<file path="src/pox_xlate_map.vh">
// Register map, field positions and reset values of the outbound window block
`ifndef POX_XLATE_MAP_VH
`define POX_XLATE_MAP_VH

// Register offsets (byte addresses)
`define POX_OFS_GCTL       12'hD68
`define POX_OFS_MV_RD      12'hD6C
`define POX_OFS_MV_WR      12'hD70
`define POX_OFS_SUB1       12'hD74
`define POX_OFS_SUB2       12'hD78
`define POX_OFS_CMDCTL     12'hD7C

// Reset values
`define POX_RST_GCTL       32'h0800_0000
`define POX_RST_MV         32'h0000_0000
`define POX_RST_SUB        32'h0000_0000
`define POX_RST_CMDCTL     32'h0000_0000

// Global control bits (bit 0 is the msb in the printed layout)
`define POX_GCTL_RST       27
`define POX_GCTL_CFGMSB    26
`define POX_GCTL_NOPOST    25
`define POX_GCTL_NOLAT     24
`define POX_GCTL_MASK      32'h0F00_0000

// Mask/value fields
`define POX_MV_W1_MASK     31:24
`define POX_MV_W1_VAL      23:16
`define POX_MV_W2_MASK     15:8
`define POX_MV_W2_VAL      7:0

// Subwindow fields
`define POX_SUB_START      31:16
`define POX_SUB_STOP       15:0

// Command/control fields, one 8-bit slot per window
`define POX_CC_W1          31:24
`define POX_CC_W2          23:16
`define POX_CC_S1          15:8
`define POX_CC_S2          7:0
`define POX_CC_CMD         7:5
`define POX_CC_NOPOST      1
`define POX_CC_XLATE       0
`define POX_CC_MASK        32'hE7E7_E7E7

// Upper command bits of a configuration cycle
`define POX_CMD_CONFIG     3'h5

`endif

</file>
<file path="src/pox_xlate.v">
// Outbound PCI window control and address translation with Wishbone registers
`timescale 1ns/100ps
// Notes on behaviour
// PCI reset pin asserted while reset drive bit is one; reset value one.
// Reset drive bit touches only the pin, never the internal protocol core.
// Config msb force set: address msb of config commands is one, after masking.
// Config msb force clear: msb left to mask/value per window enable.
// Target post disable bit set refuses posted writes as target; clear accepts.
// Software programs target post disable before second clock of FRAME.
// Latency retry disable set suppresses automatic 16/8 rule retries as target.
// Software sets latency retry disable before clock 15 first, 7 later.
// Mask/value reads back at one address and is written at another.
// Masked upper address bits take value bits; unmasked bits pass unchanged.
// Window 1 mask, value, then window 2 mask, value in msb-first bytes.
// Replacement applies only while that window's translation enable is on.
// Subwindow start in bits 31:16; candidate when address is at or above.
// Subwindow stop in bits 15:0; hit needs address strictly below it.
// Subwindow hit uses the subwindow command/control instead of the main window.
// Both subwindows checked against any main window hit, no fixed pairing.
// Software keeps the two subwindow ranges from overlapping.
// Three-bit command drives upper command bits; lsb zero read, one write.
// Control bit 0 of each window enables its mask/value replacement.
// Subwindow and replacement only for accesses flagged as main window hits.
`include "pox_xlate_map.vh"

module pox_xlate #(
  parameter AW = 12
) (
  // Clock and reset
  input  wire          clk_i,
  input  wire          rst_i,
  // Wishbone slave
  input  wire          wb_cyc_i,
  input  wire          wb_stb_i,
  input  wire          wb_we_i,
  input  wire [AW-1:0] wb_adr_i,
  input  wire [3:0]    wb_sel_i,
  input  wire [31:0]   wb_dat_i,
  output reg  [31:0]   wb_dat_o,
  output reg           wb_ack_o,
  // Access request from the memory-map decoder
  input  wire          req_valid_i,
  input  wire [31:0]   req_addr_i,
  input  wire          req_write_i,
  input  wire          req_win1_hit_i,
  input  wire          req_win2_hit_i,
  // Translated access towards the PCI core
  output reg           xl_valid_o,
  output reg  [31:0]   xl_addr_o,
  output reg  [3:0]    xl_cmd_o,
  output reg           xl_nopost_o,
  output reg  [1:0]    xl_sub_hit_o,
  // Global settings towards pins and PCI core
  output reg           pci_rst_n_o,
  output reg           tgt_post_disable_o,
  output reg           tgt_lat_retry_disable_o
);

  // Register state
  reg [31:0] gctl_q;
  reg [31:0] gctl_d;
  reg [31:0] mv_q;
  reg [31:0] mv_d;
  reg [31:0] sub1_q;
  reg [31:0] sub1_d;
  reg [31:0] sub2_q;
  reg [31:0] sub2_d;
  reg [31:0] cc_q;
  reg [31:0] cc_d;

  // Bus side
  reg [31:0] rdata_d;
  wire       wb_req;
  wire       wb_wr;

  // Translation path
  reg [7:0]  slot_d;
  reg [7:0]  mask_d;
  reg [7:0]  val_d;
  reg        main_hit_d;
  reg        s1_hit_d;
  reg        s2_hit_d;
  reg [7:0]  top_d;
  reg [31:0] addr_d;
  reg [3:0]  cmd_d;

  // Byte-lane merge of a write
  function [31:0] lane_merge;
    input [31:0] old_v;
    input [31:0] new_v;
    input [3:0]  sel;
    integer      i;
    begin
      lane_merge = old_v;
      for (i = 0; i < 4; i = i + 1) begin
        if (sel[i]) begin
          lane_merge[i*8 +: 8] = new_v[i*8 +: 8];
        end
      end
    end
  endfunction

  // Range test of one subwindow against the upper address half
  function sub_hit;
    input [31:0] sub_v;
    input [15:0] a_hi;
    begin
      sub_hit = (a_hi >= sub_v[`POX_SUB_START]) &&
                (a_hi <  sub_v[`POX_SUB_STOP]);
    end
  endfunction

  // Masked replacement of the top address byte
  function [7:0] mv_apply;
    input [7:0] a_top;
    input [7:0] mask;
    input [7:0] val;
    begin
      mv_apply = (a_top & ~mask) | (val & mask);
    end
  endfunction

  // Answer one cycle after the strobe; ack drops the cycle after
  assign wb_req = wb_cyc_i & wb_stb_i & ~wb_ack_o;
  // Write lands on the edge where the master sees ack, request still held
  assign wb_wr  = wb_cyc_i & wb_stb_i & wb_ack_o & wb_we_i;

  // Next values of software registers
  always @* begin
    gctl_d = gctl_q;
    mv_d   = mv_q;
    sub1_d = sub1_q;
    sub2_d = sub2_q;
    cc_d   = cc_q;
    if (wb_wr) begin
      case (wb_adr_i)
        `POX_OFS_GCTL: begin
          gctl_d = lane_merge(gctl_q, wb_dat_i, wb_sel_i) & `POX_GCTL_MASK;
        end
        `POX_OFS_MV_WR: begin
          mv_d = lane_merge(mv_q, wb_dat_i, wb_sel_i);
        end
        `POX_OFS_SUB1: begin
          sub1_d = lane_merge(sub1_q, wb_dat_i, wb_sel_i);
        end
        `POX_OFS_SUB2: begin
          sub2_d = lane_merge(sub2_q, wb_dat_i, wb_sel_i);
        end
        `POX_OFS_CMDCTL: begin
          cc_d = lane_merge(cc_q, wb_dat_i, wb_sel_i) & `POX_CC_MASK;
        end
        default: begin
          gctl_d = gctl_q;
        end
      endcase
    end
  end

  // Read mux; write-only and unmapped locations read zero
  always @* begin
    case (wb_adr_i)
      `POX_OFS_GCTL:   rdata_d = gctl_q;
      `POX_OFS_MV_RD:  rdata_d = mv_q;
      `POX_OFS_SUB1:   rdata_d = sub1_q;
      `POX_OFS_SUB2:   rdata_d = sub2_q;
      `POX_OFS_CMDCTL: rdata_d = cc_q;
      default:         rdata_d = 32'h0000_0000;
    endcase
  end

  // Register file and bus answer
  always @(posedge clk_i) begin
    if (rst_i) begin
      gctl_q   <= `POX_RST_GCTL;
      mv_q     <= `POX_RST_MV;
      sub1_q   <= `POX_RST_SUB;
      sub2_q   <= `POX_RST_SUB;
      cc_q     <= `POX_RST_CMDCTL;
      wb_ack_o <= 1'b0;
      wb_dat_o <= 32'h0000_0000;
    end else begin
      gctl_q   <= gctl_d;
      mv_q     <= mv_d;
      sub1_q   <= sub1_d;
      sub2_q   <= sub2_d;
      cc_q     <= cc_d;
      wb_ack_o <= wb_req;
      if (wb_req && !wb_we_i) begin
        wb_dat_o <= rdata_d;
      end else begin
        wb_dat_o <= 32'h0000_0000;
      end
    end
  end

  // Global settings; the pin follows the bit, nothing internal is reset
  always @(posedge clk_i) begin
    if (rst_i) begin
      pci_rst_n_o             <= 1'b0;
      tgt_post_disable_o      <= 1'b0;
      tgt_lat_retry_disable_o <= 1'b0;
    end else begin
      pci_rst_n_o             <= ~gctl_q[`POX_GCTL_RST];
      tgt_post_disable_o      <= gctl_q[`POX_GCTL_NOPOST];
      tgt_lat_retry_disable_o <= gctl_q[`POX_GCTL_NOLAT];
    end
  end

  // Window and subwindow selection
  always @* begin
    main_hit_d = req_win1_hit_i | req_win2_hit_i;
    s1_hit_d   = main_hit_d && sub_hit(sub1_q, req_addr_i[31:16]);
    s2_hit_d   = main_hit_d && sub_hit(sub2_q, req_addr_i[31:16]);
    // Window 1 wins if the decoder flags both
    if (req_win1_hit_i) begin
      mask_d = mv_q[`POX_MV_W1_MASK];
      val_d  = mv_q[`POX_MV_W1_VAL];
      slot_d = cc_q[`POX_CC_W1];
    end else begin
      mask_d = mv_q[`POX_MV_W2_MASK];
      val_d  = mv_q[`POX_MV_W2_VAL];
      slot_d = cc_q[`POX_CC_W2];
    end
    // Overlapping subwindows are a software fault; subwindow 1 wins
    if (s1_hit_d) begin
      slot_d = cc_q[`POX_CC_S1];
    end else if (s2_hit_d) begin
      slot_d = cc_q[`POX_CC_S2];
    end
  end

  // Address and command formation
  always @* begin
    top_d = req_addr_i[31:24];
    if (main_hit_d && slot_d[`POX_CC_XLATE]) begin
      top_d = mv_apply(req_addr_i[31:24], mask_d, val_d);
    end
    cmd_d  = {slot_d[`POX_CC_CMD], req_write_i};
    addr_d = {top_d, req_addr_i[23:0]};
    // Forced msb overrides the masked result
    if (gctl_q[`POX_GCTL_CFGMSB] && (slot_d[`POX_CC_CMD] == `POX_CMD_CONFIG)) begin
      addr_d[31] = 1'b1;
    end
  end

  // Registered translated access; unflagged requests are dropped, valid clears, the other outputs hold
  always @(posedge clk_i) begin
    if (rst_i) begin
      xl_valid_o   <= 1'b0;
      xl_addr_o    <= 32'h0000_0000;
      xl_cmd_o     <= 4'h0;
      xl_nopost_o  <= 1'b0;
      xl_sub_hit_o <= 2'h0;
    end else begin
      xl_valid_o <= req_valid_i & main_hit_d;
      if (req_valid_i && main_hit_d) begin
        xl_addr_o    <= addr_d;
        xl_cmd_o     <= cmd_d;
        xl_nopost_o  <= slot_d[`POX_CC_NOPOST];
        xl_sub_hit_o <= {s2_hit_d & ~s1_hit_d, s1_hit_d};
      end
    end
  end

endmodule // pox_xlate

</file>
<file path="config.mk">
export PLATFORM = sky130hd
export DESIGN_NAME = pox_xlate
export DESIGN_NICKNAME = d
export VERILOG_FILES = /design/src/pox_xlate.v
export VERILOG_INCLUDE_DIRS = /design/src
export SDC_FILE = /design/constraint.sdc
export NUM_CORES = 1
export LEC_CHECK = 0
export BUFFER_PORTS_ARGS = -buffer_cell sky130_fd_sc_hd__buf_4
export CORE_UTILIZATION = 40
export DETAILED_ROUTE_END_ITERATION = 10
export GPL_TIMING_DRIVEN = 0
export PLACE_DENSITY = 0.71
export SKIP_LAST_GASP = 1
export SYNTH_ARGS = -nofsm -noshare
export SYNTH_HDL_FRONTEND = slang
export SYNTH_SLANG_ARGS = --single-unit
</file>
<file path="constraint.sdc">
create_clock -name clk_i -period 6.7 [get_ports clk_i]
set_clock_uncertainty 0.15 [all_clocks]
set_input_delay 0.335 -clock clk_i [delete_from_list [all_inputs] [get_ports clk_i]]
set_output_delay 0.335 -clock clk_i [all_outputs]
set_load 0.005 [all_outputs]
</file>
== Word level (Yosys, flattened, before mapping) ==
Index checks and enable logic that the tools add are counted.
Storage, ports and cells
  register bits: 200
  bits of input ports: 89
  output and inout bits: 76
  logic and storage cells: 88
Operators by class
  magnitude comparators: 4
  eq/ne operators: 7
  muxes and demuxes: 8
  bitwise operators: 15
  reductions and logical operators: 27
Operators with widths (count)
  $pmux W32 S5: 1
  $eq A12 B12 Y1 const B: 6
  $reduce_and A3 Y1: 17
  $mux W8: 6
  $ge A16 B16 Y1: 2
  $lt A16 B16 Y1: 2
  $and A8 B8 Y8: 2
  $logic_and A1 B1 Y1: 8
  $not A8 Y8: 1
  $or A8 B8 Y8: 1
  $and A1 B1 Y1: 6
  $not A1 Y1: 4
  $eq A3 B3 Y1 const B: 1
  $reduce_or A2 Y1: 1
  $logic_not A1 Y1: 1
  $mux W1: 1
  $or A1 B1 Y1: 1

== Logic depth before layout (Yosys ltp) ==
  depth after elaboration: 8
  mapped depth: 12
  depth with buffers taken out: 11

== Worst setup path before layout ==
OpenSTA, ideal clock, no wires.
  kind: in2reg
  from: input req_addr_i[16]
  to: register xl_addr_o[31]
  library setup time: 0.127 ns
  arrival time: 2.879 ns
  required time: 6.423 ns
  setup slack: 3.545 ns
  stages: 11
  buffers on the path: 0
  cells stage by stage: inv_1 ha_1 nand2b_1 a2111oi_2 nor4b_1 or4b_4 nand4_4 mux2_4 mux2i_4 mux2i_1 o32ai_2
On the way
  longest elaborated chain between the ends: 8
  elaborated cells on any way between the ends: 15
  those cells by class: 4 x order compare; 1 x eq/ne; 4 x mux; 6 x reduce/logical
RTL lines
  start, declared: line pox_xlate.v:43  | input wire [31:0] req_addr_i,
  $ge A16 B16 Y1 or $lt A16 B16 Y1 (tied branches): line pox_xlate.v:108, pox_xlate.v:109
  $logic_and A1 B1 Y1: line pox_xlate.v:108  | sub_hit = (a_hi >= sub_v[`POX_SUB_START]) &&
  $logic_and A1 B1 Y1: line pox_xlate.v:213  | s2_hit_d = main_hit_d && sub_hit(sub2_q, req_addr_i[31:16]);
  $mux W8: line pox_xlate.v:227  | end else if (s2_hit_d) begin
  $mux W8 (*): line pox_xlate.v:225  | if (s1_hit_d) begin
  $eq A3 B3 Y1 (no source line) or $logic_and A1 B1 Y1 (tied branches)
  $logic_and A1 B1 Y1 or $mux W8 (tied branches): line pox_xlate.v:241, pox_xlate.v:235
  $mux W1 (*): line pox_xlate.v:241  | if (gctl_q[`POX_GCTL_CFGMSB] && (slot_d[`POX_CC_CMD] == `POX_CMD_CONFIG)) begin
  end signal, assigned: line pox_xlate.v:257  | xl_addr_o <= addr_d;
  end, declared: line pox_xlate.v:49  | output reg [31:0] xl_addr_o,
Mark *: on every way between the ends. The rest lies on a longest branch, timed or not.
A chain may end at the register's enable or synchronous reset.

== Final worst setup path ==
  from: register sub1_q[9]
  to: register xl_addr_o[31]
On the way
  longest elaborated chain between the ends: 7
  elaborated cells on any way between the ends: 9
  those cells by class: 1 x order compare; 1 x eq/ne; 3 x mux; 4 x reduce/logical
RTL lines
  start, declared: line pox_xlate.v:64  | reg [31:0] sub1_q;
  start signal, assigned: line pox_xlate.v:176  | sub1_q <= `POX_RST_SUB;
  start signal, assigned: line pox_xlate.v:184  | sub1_q <= sub1_d;
  $lt A16 B16 Y1 (*): line pox_xlate.v:109  | (a_hi < sub_v[`POX_SUB_STOP]);
  $logic_and A1 B1 Y1 (*): line pox_xlate.v:108
  $logic_and A1 B1 Y1 (*): line pox_xlate.v:212  | s1_hit_d = main_hit_d && sub_hit(sub1_q, req_addr_i[31:16]);
  $mux W8 (*): line pox_xlate.v:225
  $eq A3 B3 Y1 (no source line) or $logic_and A1 B1 Y1 (tied branches)
  $logic_and A1 B1 Y1 or $mux W8 (tied branches): line pox_xlate.v:241, pox_xlate.v:235
  $mux W1 (*): line pox_xlate.v:241
Marks and branches as above.

==> out/qor.yml <==
placed_design:
  dpl_cell_area_um2: 11000
  io_buffer_count: 162
  place.gp.congestion: 1.00
  hpwl_um: 25600
  pre_cts_ws_ns: 3.01
logic_synthesis:
  synthMostInstantiatedCell: "nand2_1"
  synth_top_area_cell: "dfxtp_1"
  synth_top_flop_cell: "dfxtp_1"
  ys_seq_area_share_pct: 42.5
  netlist.area_leader.share_pct: 42.5
  synth_edf_count: 0
  synthesis.nets: 1321
  yosysWarnings: 0
  synthArstFlopShare_pct: 0
  syn_avg_cell_area_um2: 8.05
  syn-instance-count: 1170
  synthTopCellsByArea: "dfxtp_1, nand2_1, ha_1, a21oi_1, mux2i_1"
  synth.distinct_cells: 50
  synth_common_cells: "nand2_1, dfxtp_1, a21oi_1, nor2_1, inv_1"
  netlist_area_um2: 9410
  ys_ff_latch: 200
route:
  drt_iter0_markers: 1019
  routed_wirelength_um: 34000
  ant_nets: 0
  vias: 9556
  wl_per_cell_um: 20.1
  vias_per_cell: 5.64
  drcViolationCount: 0
  firstDrtPassIters: 7
sta:
  timing.fmax_mhz: 267
  rsz0062_at_grt: "no"
  hold_viol: 0
  relSlewSlack_pct: 13.0
  postLayoutSetupSlackWorst_ns: 2.96
  fin_crit_ns: 3.74
  slew_violations: 0
  worst_slew_pin_slew_ns: 1.29
  period_share_pct: 55.9
  finalSetupViolations: 0
  fin_setup_tns_ns: 0
worst_setup_path:
  critPathMaxFanout: 9
  critPathTopFamily: "compound AO/OA/AOI/OAI gates"
  required_ns: 6.88
  cpPeakStageDelay_ns: 0.72
  path_class: "reg2reg"
  start_kind: "flop"
  critical_path.cell_chain: "inv_1, ha_1, a21oi_1, nor2_1, a211oi_1, o211ai_1, nand2_1, o211a_1, buf_2, mux2i_4, mux2i_1, o32ai_2"
  crit_buf_inv: 2
  cp_slowest_cell: "a211oi_1"
  crit_path_end_kind: "flop"
  arrival_ns: 3.93
clock_tree:
  cts_tree: "built"
  post_cts_buffers: 0
  cts_root_buffer: "clkbuf_16"
  insertion_delay_ns: 0.45
  clk_pin_slew_ns: 0.08
  cts_sinks: 200
  cts_resized: 0
  cts_hold_buf: 18
  cts_buffers: 17
  cts_max_path_buffers: 2
  htreeDepth: 4
final_layout:
  fin_nets: 1520
  layout-drive-gt1-share_pct: 15.1
  synthToLayoutAreaGrowth_pct: 25.0
  final_area_um2: 11800
  diodes: 0
  final_core_utilization_pct: 51.5
flow_run:
  maxCapViolCount: 0
global_route:
  grt_pass1_vias: 8971
  grt_pass1_wl_um: 50800
  grt_max_degree: 19
  grt-ovfl-total: 0
  antenna_found_initial: 0
  track_usage_pct: 28.3
floorplan:
  die-area_um2: 24100
  die_y_um: 155
  rows: 55
  die_w_um: 155
  io_pins: 165
  core_um2: 22800
  start_util_pct: 41.2
pwr:
  ir_drop_uv: 140
  leakagePower_nw: 4.27
  power.density_nw_per_um2: 209
status:
  status: "complete, no violations"
worst_hold_path:
  hold_path_class: "in2reg"
[cell type report]
cell class,count,area (µm²)
buffer,52,196
clock buffer,17,425
clock inverter,14,140
fill,2219,11100
inverter,74,278
multi-input combinational,844,4930
sequential,200,4000
tap,313,392
timing repair buffer,180,1400
[report_power, final]
part	switching (mW)	total (mW)	internal, mW	leakage (nW)
registers	0.00670	1.21	1.20	1.62
clock network	0.503	1.02	0.522	0.272
logic	0.129	0.225	0.0962	2.39
total	0.639	2.46	1.82	4.27
[final timing paths]
kind	slack, ns	startpoint	cells after the start	end
hold / removal	0.01	wb_dat_i[4]	3	sub2_q[4]
setup / recovery	2.96	sub1_q[9]	12	xl_addr_o[31]
setup reg to reg	2.96	sub1_q[9]	12	xl_addr_o[31]
hold reg to reg	0.30	gctl_q[27]	1	pci_rst_n_o
[registers in the layout (all words and copies together) (netlist names)]
name and count:
cc_q 24, gctl_q 4, mv_q 32, pci_rst_n_o 1, sub1_q 32, sub2_q 32, tgt_lat_retry_disable_o 1, tgt_post_disable_o 1
wb_ack_o 1, wb_dat_o 32, xl_addr_o 32, xl_cmd_o 4, xl_nopost_o 1, xl_sub_hit_o 2, xl_valid_o 1
[worst register-to-register path, stage by stage, from the launching register on]
cell and delay [ns]:
dfxtp_1 0.38, inv_1 0.06, ha_1 0.29, a21oi_1 0.15, nor2_1 0.06, a211oi_1 0.72
o211ai_1 0.35, nand2_1 0.15, o211a_1 0.14, buf_2 0.25, mux2i_4 0.52, mux2i_1 0.32
o32ai_2 0.11
[stage by stage]
step | total power, mW | instances | hold WS (ns)
floorplan | 1.33 | 1170 | 0.262
finish | 2.46 | 1694 | 0.0148
CTS | 2.46 | 1694 | 0.00359
global placement | 1.44 | 1645 | 0.285
global route | 2.53 | 1694 | 0.00332
detailed placement | 1.45 | 1645 | 0.286
[cell families (layout without fill, tap and decap cells)]
logic type      after synthesis  count (layout)  synth area share [%]
simple gates                451             451                  19.6
compound gates              284             284                  19.4
flops                       200             200                  42.5
buf+inv                     126             337                  5.04
fa+ha+maj                    62              62                  8.24
mux                          47              47                  5.24
[cell usage in the layout, fill, tap and decap left out, types with 3 or more instances in the layout]
cell type	instances
inv_1	74
nand2_1	310
a211oi_1	12
and2_1	8
nand4_1	6
a221oi_1	5
buf_1	3
a21o_1	6
buf_4	162
a222oi_1	24
o21ai_0	25
ha_1	62
o21ai_1	8
nor2_1	91
inv_6	3
a32oi_1	7
inv_8	3
mux2_2	4
mux2i_1	41
dlygate4sd3_1	18
nor2b_1	5
clkinvlp_4	3
a21oi_1	149
clkbuf_16	17
clkbuf_1	48
and3_1	3
a22o_1	21
o2111ai_1	4
dfxtp_1	200
a31oi_1	9
nor3_1	13
[routing by layer]
| layer | vias up | share of wire, % | track usage [%] |
|---|---|---|---|
| li1 | 4430 | - | - |
| met1 | 4517 | 42 | 37.2 |
| met2 | 530 | 45 | 44.5 |
| met3 | 79 | 9.3 | 5.96 |
| met4 | 0 | 3.6 | 12.4 |
| met5 | - | 0 | 0 |
No activity file was read; power rests on OpenSTA's default activity.
